## src/rotate_return_sleep_pkg.sv

```systemverilog
// Function
// RQ1: Return pops stack top into program counter
// RQ2: Return takes two cycles, flags untouched
// RQ3: Rotate left through carry, only carry changes
// RQ4: Left rotate destination bit picks file or working
// RQ5: Rotate right through carry, only carry changes
// RQ6: Right rotate destination bit picks file or working
// RQ7: Sleep clears powerdown status flag
// RQ8: Sleep sets timeout flag, clears watchdog, prescaler
// RQ9: Sleep then halts oscillator, enters sleep state
// RQ10: Carry enters vacated bit, outgoing bit to carry
package rotate_return_sleep_pkg;
   // ==========================================================
   // Widths and opcodes
   localparam int RA_W   = 13;
   localparam int DATA_W = 8;
   localparam int ADDR_W = 7;
   localparam int WDG_W  = 8;
   localparam int PRE_W  = 8;
   localparam int MSB    = DATA_W - 1;

   typedef enum logic [2:0] {
      OP_NONE      = 3'h0,
      OP_RETURN    = 3'h1,
      OP_ROT_LEFT  = 3'h2,
      OP_ROT_RIGHT = 3'h3,
      OP_SLEEP     = 3'h4
   } op_e;

   // ==========================================================
   // Reset and sleep values, destination encoding
   localparam logic [RA_W-1:0]  RA_RST  = 13'h0000;
   localparam logic [WDG_W-1:0] WDG_CLR = 8'h00;
   localparam logic [PRE_W-1:0] PRE_CLR = 8'h00;
   localparam logic             DEST_FILE = 1'b1;
   // Both status flags read 1 out of reset; sleep drives them apart
   localparam logic             TIMEOUT_RST     = 1'b1;
   localparam logic             POWERDOWN_RST   = 1'b1;
   localparam logic             TIMEOUT_SLEEP   = 1'b1;
   localparam logic             POWERDOWN_SLEEP = 1'b0;
   localparam logic             OSC_RST         = 1'b1;

   // ==========================================================
   // Rotate through carry: {carry_out, result}
   function automatic logic [DATA_W:0] rotate_carry(input logic [DATA_W-1:0] v,
                                                      input logic              c,
                                                      input logic              left);
      if (left) begin
         rotate_carry = {v[MSB], v[MSB-1:0], c};
      end else begin
         rotate_carry = {v[0], c, v[MSB:1]};
      end
   endfunction : rotate_carry
endpackage : rotate_return_sleep_pkg

```

## src/rotate_unit.sv

```systemverilog
`timescale 1ns/1ps
module rotate_unit
   import rotate_return_sleep_pkg::*;
(
   input  wire logic [DATA_W-1:0] operand_i,
   input  wire logic              carry_i,
   input  wire logic              left_i,
   output logic      [DATA_W-1:0] result_o,
   output logic                   carry_o
);
   logic [DATA_W:0] r;
   always_comb begin
      r        = rotate_carry(operand_i, carry_i, left_i); // [RQ10]
      result_o = r[DATA_W-1:0];
      carry_o  = r[DATA_W];
   end
endmodule : rotate_unit

```

## src/rotate_return_sleep_exec.sv

```systemverilog
`timescale 1ns/1ps
module rotate_return_sleep_exec
   import rotate_return_sleep_pkg::*;
(
   input  wire logic              clk_i,
   input  wire logic              rst_n_i,
   input  wire logic              issue_i,
   input  wire op_e               op_i,
   input  wire logic [ADDR_W-1:0] file_addr_i,
   input  wire logic              dest_i,
   input  wire logic [DATA_W-1:0] file_data_i,
   input  wire logic              carry_i,
   input  wire logic [RA_W-1:0]   stack_top_entry_i,
   input  wire logic              wake_i,
   output logic                   busy_o,
   output logic                   done_o,
   output logic                   stack_pop_o,
   output logic                   pc_load_o,
   output logic      [RA_W-1:0]   program_counter_o,
   output logic                   file_we_o,
   output logic      [ADDR_W-1:0] file_waddr_o,
   output logic      [DATA_W-1:0] file_wdata_o,
   output logic                   w_we_o,
   output logic      [DATA_W-1:0] w_wdata_o,
   output logic                   carry_we_o,
   output logic                   carry_o,
   output logic                   timeout_status_flag_o,
   output logic                   powerdown_status_flag_o,
   output logic                   watchdog_clear_o,
   output logic      [WDG_W-1:0]  watchdog_counter_o,
   output logic      [PRE_W-1:0]  prescaler_o,
   output logic                   osc_run_o,
   output logic                   sleeping_o
);
   // ==========================================================
   // State
   typedef enum logic [1:0] {
      ST_IDLE  = 2'b00,
      ST_RET2  = 2'b01,
      ST_SLEEP = 2'b10
   } state_e;

   typedef struct packed {
      state_e            st;
      logic              busy;
      logic              done;
      logic              pop;
      logic              pc_load;
      logic [RA_W-1:0]   ra;
      logic              f_we;
      logic [ADDR_W-1:0] f_addr;
      logic [DATA_W-1:0] f_data;
      logic              w_we;
      logic [DATA_W-1:0] w_data;
      logic              c_we;
      logic              c;
      logic              tout;
      logic              pdwn;
      logic              wdg_clr;
      logic [WDG_W-1:0]  wdg;
      logic [PRE_W-1:0]  pre;
      logic              osc;
      logic              sleep;
   } state_s;

   state_s s;
   state_s next_s;

   logic [DATA_W-1:0] rot_result;
   logic              rot_carry;

   // ==========================================================
   // Decode
   // Opcodes outside the four handled here leave the core idle
   function automatic logic op_is_legal(input op_e op);
      case (op)
         OP_RETURN,
         OP_ROT_LEFT,
         OP_ROT_RIGHT,
         OP_SLEEP: begin
            op_is_legal = 1'b1;
         end
         default: begin
            op_is_legal = 1'b0;
         end
      endcase
   endfunction : op_is_legal

   // ==========================================================
   // Rotate datapath
   // Operand comes straight from the file read port, so the result
   // is ready in the issue cycle and lands one edge later
   rotate_unit u_rot (
      .operand_i (file_data_i),
      .carry_i   (carry_i),
      .left_i    (op_i == OP_ROT_LEFT),
      .result_o  (rot_result),
      .carry_o   (rot_carry)
   );

   // ==========================================================
   // Next state
   // wake_i is an on-chip event on this clock; no synchroniser needed
   always_comb begin
      next_s         = s;
      next_s.done    = 1'b0;
      next_s.pop     = 1'b0;
      next_s.pc_load = 1'b0;
      next_s.f_we    = 1'b0;
      next_s.w_we    = 1'b0;
      next_s.c_we    = 1'b0;
      next_s.wdg_clr = 1'b0;
      case (s.st)
         ST_IDLE: begin
            if (issue_i && op_is_legal(op_i)) begin
               case (op_i)
                  OP_RETURN: begin
                     next_s.pop     = 1'b1;                    // [RQ1]
                     next_s.ra      = stack_top_entry_i;       // [RQ1]
                     next_s.busy    = 1'b1;
                     next_s.st      = ST_RET2;                 // [RQ2]
                  end
                  OP_ROT_LEFT, OP_ROT_RIGHT: begin
                     // Carry only; zero and digit carry are left alone
                     next_s.c_we = 1'b1;                       // [RQ3] [RQ5]
                     next_s.c    = rot_carry;                  // [RQ10]
                     next_s.done = 1'b1;
                     if (dest_i == DEST_FILE) begin
                        next_s.f_we   = 1'b1;                  // [RQ4] [RQ6]
                        next_s.f_addr = file_addr_i;
                        next_s.f_data = rot_result;
                     end else begin
                        next_s.w_we   = 1'b1;                  // [RQ4] [RQ6]
                        next_s.w_data = rot_result;
                     end
                  end
                  OP_SLEEP: begin
                     next_s.pdwn    = POWERDOWN_SLEEP;         // [RQ7]
                     next_s.tout    = TIMEOUT_SLEEP;           // [RQ8]
                     next_s.wdg     = WDG_CLR;                 // [RQ8]
                     next_s.pre     = PRE_CLR;                 // [RQ8]
                     next_s.wdg_clr = 1'b1;
                     next_s.osc     = 1'b0;                    // [RQ9]
                     next_s.sleep   = 1'b1;                    // [RQ9]
                     next_s.busy    = 1'b1;
                     next_s.st      = ST_SLEEP;
                  end
                  default: begin
                  end
               endcase
            end
         end
         ST_RET2: begin
            // Second cycle: return address lands, no status write
            next_s.pc_load = 1'b1;                             // [RQ2]
            next_s.busy    = 1'b0;
            next_s.done    = 1'b1;
            next_s.st      = ST_IDLE;
         end
         ST_SLEEP: begin
            // Wake handling belongs elsewhere; here only restart the clock, clear sleep and busy, pulse done, and return to idle
            if (wake_i) begin
               next_s.osc   = 1'b1;
               next_s.sleep = 1'b0;
               next_s.busy  = 1'b0;
               next_s.done  = 1'b1;
               next_s.st    = ST_IDLE;
            end
         end
         default: begin
            next_s.st = ST_IDLE;
         end
      endcase
   end

   // ==========================================================
   // Registers
   always_ff @(posedge clk_i) begin
      if (!rst_n_i) begin
         s.st      <= ST_IDLE;
         s.busy    <= 1'b0;
         s.done    <= 1'b0;
         s.pop     <= 1'b0;
         s.pc_load <= 1'b0;
         s.ra      <= RA_RST;
         s.f_we    <= 1'b0;
         s.f_addr  <= '0;
         s.f_data  <= '0;
         s.w_we    <= 1'b0;
         s.w_data  <= '0;
         s.c_we    <= 1'b0;
         s.c       <= 1'b0;
         s.tout    <= TIMEOUT_RST;
         s.pdwn    <= POWERDOWN_RST;
         s.wdg_clr <= 1'b0;
         s.wdg     <= WDG_CLR;
         s.pre     <= PRE_CLR;
         s.osc     <= OSC_RST;
         s.sleep   <= 1'b0;
      end else begin
         s <= next_s;
      end
   end

   // ==========================================================
   // Outputs
   assign busy_o                  = s.busy;
   assign done_o                  = s.done;
   assign stack_pop_o             = s.pop;
   assign pc_load_o               = s.pc_load;
   assign program_counter_o       = s.ra;
   assign file_we_o               = s.f_we;
   assign file_waddr_o            = s.f_addr;
   assign file_wdata_o            = s.f_data;
   assign w_we_o                  = s.w_we;
   assign w_wdata_o               = s.w_data;
   assign carry_we_o              = s.c_we;
   assign carry_o                 = s.c;
   assign timeout_status_flag_o   = s.tout;
   assign powerdown_status_flag_o = s.pdwn;
   assign watchdog_clear_o        = s.wdg_clr;
   assign watchdog_counter_o      = s.wdg;
   assign prescaler_o             = s.pre;
   assign osc_run_o               = s.osc;
   assign sleeping_o              = s.sleep;
endmodule : rotate_return_sleep_exec

```

## config.mk

```make
export PLATFORM = sky130hd
export DESIGN_NAME = rotate_return_sleep_exec
export DESIGN_NICKNAME = d
export VERILOG_FILES = /design/src/rotate_return_sleep_pkg.sv /design/src/rotate_unit.sv /design/src/rotate_return_sleep_exec.sv
export SDC_FILE = /design/constraint.sdc
export NUM_CORES = 1
export LEC_CHECK = 0
export BUFFER_PORTS_ARGS = -buffer_cell sky130_fd_sc_hd__buf_4
export CORE_MARGIN = 3
export CORE_UTILIZATION = 30
export CTS_CLUSTER_SIZE = 30
export DETAILED_ROUTE_END_ITERATION = 6
export GPL_TIMING_DRIVEN = 1
export MAX_ROUTING_LAYER = met4
export SLEW_MARGIN = 20
export SYNTH_ARGS = -nofsm -noshare
export SYNTH_HDL_FRONTEND = slang
export SYNTH_SLANG_ARGS = --single-unit
```

## constraint.sdc

```tcl
create_clock -name clk_i -period 3.9 [get_ports clk_i]
set_clock_uncertainty 0.1 [all_clocks]
set_input_delay 0.39 -clock clk_i [delete_from_list [all_inputs] [get_ports clk_i]]
set_output_delay 0.39 -clock clk_i [all_outputs]
set_load 0.03 [all_outputs]
```

; Word level (Yosys, flattened, before mapping)
; Cells that the tools add are included.
[totals]
reg_bits = 50
input_bits = 37
out_inout_bits = 65
wordCells = 62
[op_classes]
n_eq_ne = 10
mux = 18
n_bitwise = 1
reduce_logical = 16
[ops]
columns = op, count
row1 = $reduce_and A4 Y1, 5
row2 = $mux W19, 1
row3 = $mux W9, 2
row4 = $mux W16, 1
row5 = $reduce_and A3 Y1, 5
row6 = $pmux W2 S2, 2
row7 = $eq A3 B2 Y1 const B, 2
row8 = $mux W2, 3
row9 = $pmux W2 S3, 1
row10 = $pmux W3 S2, 1
row11 = $mux W1, 5
row12 = $mux W5, 1
row13 = $mux W4, 1
row14 = $ne A2 B2 Y1 const B, 2
row15 = $reduce_or A4 Y1, 1
row16 = $eq A3 B1 Y1 const B, 1
row17 = $eq A3 B3 Y1 const B, 1
row18 = $ne A3 B1 Y1 const B, 1
row19 = $reduce_bool A3 Y1, 1
row20 = $eq A2 B1 Y1 const B, 1
row21 = $eq A2 B2 Y1 const B, 1
row22 = $logic_not A2 Y1, 1
row23 = $ne A2 B1 Y1 const B, 1
row24 = $reduce_bool A2 Y1, 1
row25 = 3 further kinds, 3

; Longest topological paths before layout
[depth]
depth_word = 7
mapped_depth = 6

; Cells and area by module
; From an unflattened synthesis, not the netlist that was laid out.
[hier_totals]
hier_cells = 276
area_unflattened_um2 = 2571.2
[by_module_without_submodules]
columns = module, instances, cells_each, area_per_inst_um2, seq_area_each_um2
row1 = rotate_return_sleep_exec, 1, 266, 2424.8, 1001.0
row2 = rotate_unit, 1, 10, 146.4, 0.0

; Worst setup path before layout
; Ideal clock, no wire load.
[synth_timing]
path_kind = in2reg
start = input op_i[0]
end = register s, in the netlist program_counter_o[5]
arrival_time_ns = 1.292
required_time_ns = 3.668
path_slack_ns = 2.376
cell_stages = 5
n_path_buf = 2
path_cell_list = buf_4 > or3b_1 > buf_2 > o21ai_1 > a21oi_1
[synth_via]
elab_chain_cells = 6
elab_cells_between_ends = 9
[synth_lines]
columns = element, line_no
row1 = from (decl), rotate_return_sleep_exec.sv:8  ; input wire op_e op_i,
row2 = $eq A3 B3 Y1 (tied with other cells), rotate_return_sleep_exec.sv:76  ; case (op)
row3 = $reduce_or A4 Y1, rotate_return_sleep_exec.sv:76
row4 = $mux W1, rotate_return_sleep_exec.sv:76
row5 = $mux W1, rotate_return_sleep_exec.sv:113  ; case (s.st)
row6 = $logic_and A1 B1 Y1, rotate_return_sleep_exec.sv:115  ; if (issue_i && op_is_legal(op_i)) begin
row7 = $reduce_and A3 Y1 (no line) (*), -
row8 = to (signal assigned), rotate_return_sleep_exec.sv:201  ; s <= next_s;
row9 = to (decl), rotate_return_sleep_exec.sv:66  ; state_s s;
; Every way passes the cells marked *; elsewhere a longest branch is shown, timed or not. The select of a mux whose other input is x is not followed.
; A chain may end at the register's enable or synchronous reset.

; Worst setup path in the final report
[layout_timing]
start = register s[66] (netlist name)
end = register s, in the netlist program_counter_o[3]
[layout_via]
elab_chain_cells = 2
[layout_lines]
columns = element, line_no
row1 = $logic_not A2 Y1, rotate_return_sleep_exec.sv:113
row2 = $reduce_and A3 Y1 (no line), -
; No other way between the ends.

==> out/summary.log <==
INFO  floorplanning  die-height=97.1µm
INFO  final_layout   antenna_cells=0
INFO  clock_network  ctsLongestPathBuffers=2
INFO  worst_setup_path worst_setup_path_start_kind=flip-flop
INFO  worst_setup_path worstPathArrival=2.06ns
INFO  sta            rsz0062_at_grt=false
INFO  min_path       holdCritPathClass=input pin to flip-flop
INFO  drt            vias_per_cell=4.70
INFO  power_and_ir_drop p_leak=1.17nW
INFO  yosys          mappedNetlistArea=2490µm²
INFO  floorplanning  die_x=97.1µm
INFO  sta            hold_slack=0.199ns
INFO  yosys          synth_seq_area_share=40.2%
INFO  clock_network  cts_htree_levels=2
INFO  global_routing grt_use_total=12.7%
INFO  floorplanning  floorplan.initialDensity=31.5%
INFO  sta            relSlewSlack=47.2%
INFO  clock_network  postCtsHoldBufs=0
INFO  clock_network  clock-sinks=50
INFO  clock_network  clk_pin_slew_worst_paths=0.09ns
INFO  global_routing first_global_vias=1896
INFO  floorplanning  rows=32
INFO  clock_network  cts_inserted_buffers=5
INFO  yosys          post_synth_num_cell_types=37
INFO  worst_setup_path crit_required=4.03ns
INFO  yosys          synthDominantAreaCellType=dfxtp_1
INFO  final_layout   post_route_cells_drive_above_1_share=34.0%
INFO  final_layout   synthToLayoutAreaGrowth=16.6%
INFO  drt            vias=1932
INFO  placed_design  routabilityCongestion=0.867
INFO  sta            final-max-slew-violation-count=0
INFO  yosys          most_frequent_cell_after_synthesis=buf_4
INFO  sta            timing.setup.tns=0ns
INFO  yosys          synth_common_cells=buf_4 (59), dfxtp_1 (50), a21oi_1 (38)
INFO  drt            post-route-drc-count=0
INFO  run            drv_cap=0
INFO  clock_network  clock_latency=0.30ns
INFO  worst_setup_path crit_chain=nor3b_4 > buf_4 > nand3_1 > a21oi_1
INFO  power_and_ir_drop p_total=0.00107W
INFO  sta            timing.fmax=0.518GHz
INFO  placed_design  hpwl_dp=4360µm
INFO  yosys          syn_avg_cell_area=9.11µm²
INFO  placed_design  place.port_buffers=84
INFO  global_routing overflow=0
INFO  drt            drt-pass1-iter-count=4
INFO  worst_setup_path critical-path-slowest-cell=nor3b_4
INFO  yosys          async_reset_ff_share=0%
INFO  global_routing antenna_found_initial=0
INFO  drt            final_antenna_net_count=0
INFO  run_status     status=complete, no violations
INFO  yosys          yosys_register_bits=50
INFO  power_and_ir_drop total_power_per_unit_cell_area=370nW/µm²
INFO  drt            route.final.wire_length=5910µm
INFO  drt            routed_wire_length_per_instance=14.4µm
INFO  sta            period_minus_slack=1.93ns
INFO  yosys          synth-main-ff-cell=dfxtp_1
INFO  worst_setup_path worstPathBufferInverterCount=1
INFO  power_and_ir_drop peakVddDrop=168µV
INFO  floorplanning  io_pins=102
INFO  sta            slew_worst_pin=0.788ns
INFO  final_layout   final_nets=345
INFO  drt            initialDrtViolationCount=94
INFO  worst_setup_path critical-path-max-stage-delay=0.71ns
INFO  yosys          synth_enable_flop_cells=0
INFO  sta            report.final.hold_viol_count=0
INFO  worst_setup_path crit_family=simple AND/OR/NAND/NOR gates
INFO  yosys          yosysWarningCount=0
INFO  floorplanning  floorplan_core_area=7890µm²
INFO  global_routing grt_max_degree=25
INFO  yosys          synth_area_leaders=dfxtp_1 (40%), buf_4 (18%), a21oi_1 (7.6%)
INFO  worst_setup_path crit_fanout=21
INFO  yosys          synth_top_area_share=40.2%
INFO  global_routing first_pass_grt_wire_length=9570µm
INFO  clock_network  post_cts.repair.setup_buffers=0
INFO  worst_setup_path worst-setup-path-type=flip-flop to flip-flop
INFO  clock_network  cts_repair_resize_count=0
INFO  yosys          post_synth_inst_count=273
INFO  sta            final.period_utilization=49.5%
INFO  clock_network  tritoncts_clock_tree=built
INFO  sta            setup_viol=0
INFO  floorplanning  die_area=9420µm²
INFO  clock_network  clk_root_buffer_cell=clkbuf_8
INFO  worst_setup_path cp-end-kind=flip-flop
## routing by layer
| metal | GRT usage [%] | wire [µm] | vias to the layer above |
|---|---|---|---|
| met2 | 18.8 | 2660 | 77 |
| met3 | 3.66 | 410 | 7 |
| met1 | 17.2 | 2790 | 895 |
| li1 | - | - | 953 |
| met4 | 2.92 | 53 | 0 |
| met5 | - | 0 | - |
## final timing paths
check / start / endpoint / slack, ns / cells past startpoint
max: s[66] / program_counter_o[3] / 1.97 / 4
min: dest_i / w_we_o / 0.20 / 2
max reg2reg: s[66] / program_counter_o[3] / 1.97 / 4
min reg2reg: powerdown_status_flag_o / powerdown_status_flag_o / 0.39 / 2
## state kept, by name, summed over array words and instances (netlist names), 2 cells and up
name	cells
s	2
file_waddr_o	7
program_counter_o	13
file_wdata_o	8
w_wdata_o	8
## power breakdown
| group | leakage [nW] | total, W | switching [W] | internal [W] |
|---|---|---|---|---|
| clock | 0.0514 | 0.000361 | 0.000169 | 0.000191 |
| sequential | 0.405 | 0.000533 | 0.00000838 | 0.000524 |
| combinational | 0.716 | 0.000181 | 0.000116 | 0.0000656 |
## cell type report
cell class | count | area [µm²]
multi-input cells | 161 | 1000
well taps | 102 | 128
fillers | 819 | 4990
inverters | 4 | 15.0
clock inverters | 2 | 37.5
clock buffers | 6 | 72.6
repair buffers | 86 | 646
flip-flops and latches | 50 | 1000
## cells in the final DEF, fill, tap and decap left out, types with 3 or more instances in the layout
master | synthesis | layout
conb_1 | 2 | 17
buf_4 | 59 | 86
inv_1 | 4 | 4
nor3b_2 | 4 | 3
o21ai_1 | 19 | 19
clkbuf_8 | 0 | 5
mux2i_1 | 9 | 9
nand3_1 | 20 | 20
nor2_1 | 7 | 7
a211oi_2 | 4 | 4
a21oi_1 | 38 | 38
dfxtp_1 | 50 | 50
a211oi_1 | 13 | 13
## stage by stage
stage                     cells  worst slack [ns]  instance area, µm²  util (%)
after floorplan             288              2.38                2540         -
after global placement      403              1.91                2790      35.4
after detailed placement    403              1.92                2790      35.4
after CTS                   411              1.96                2900      36.8
after global routing        411              1.77                2900      36.8
final                       411              1.97                2900      36.8
## worst register-to-register path, delay by kind of cell (launching register included)
kind | cells | cell delay, ns
AOI/OAI and AO/OA | 1 | 0.16
buffers and inverters | 1 | 0.38
DFF | 1 | 0.41
and+or+nand+nor | 2 | 0.82
## kinds of logic after synthesis
kind of cell / share of synthesized area, %
flip-flops: 40.2
buffers and inverters: 22.0
AO/OA/AOI/OAI: 20.4
other: 0.302
AND/OR/NAND/NOR: 12.7
XOR/XNOR: 0.704
multiplexers: 3.62
(Power assumes the default switching activity.)
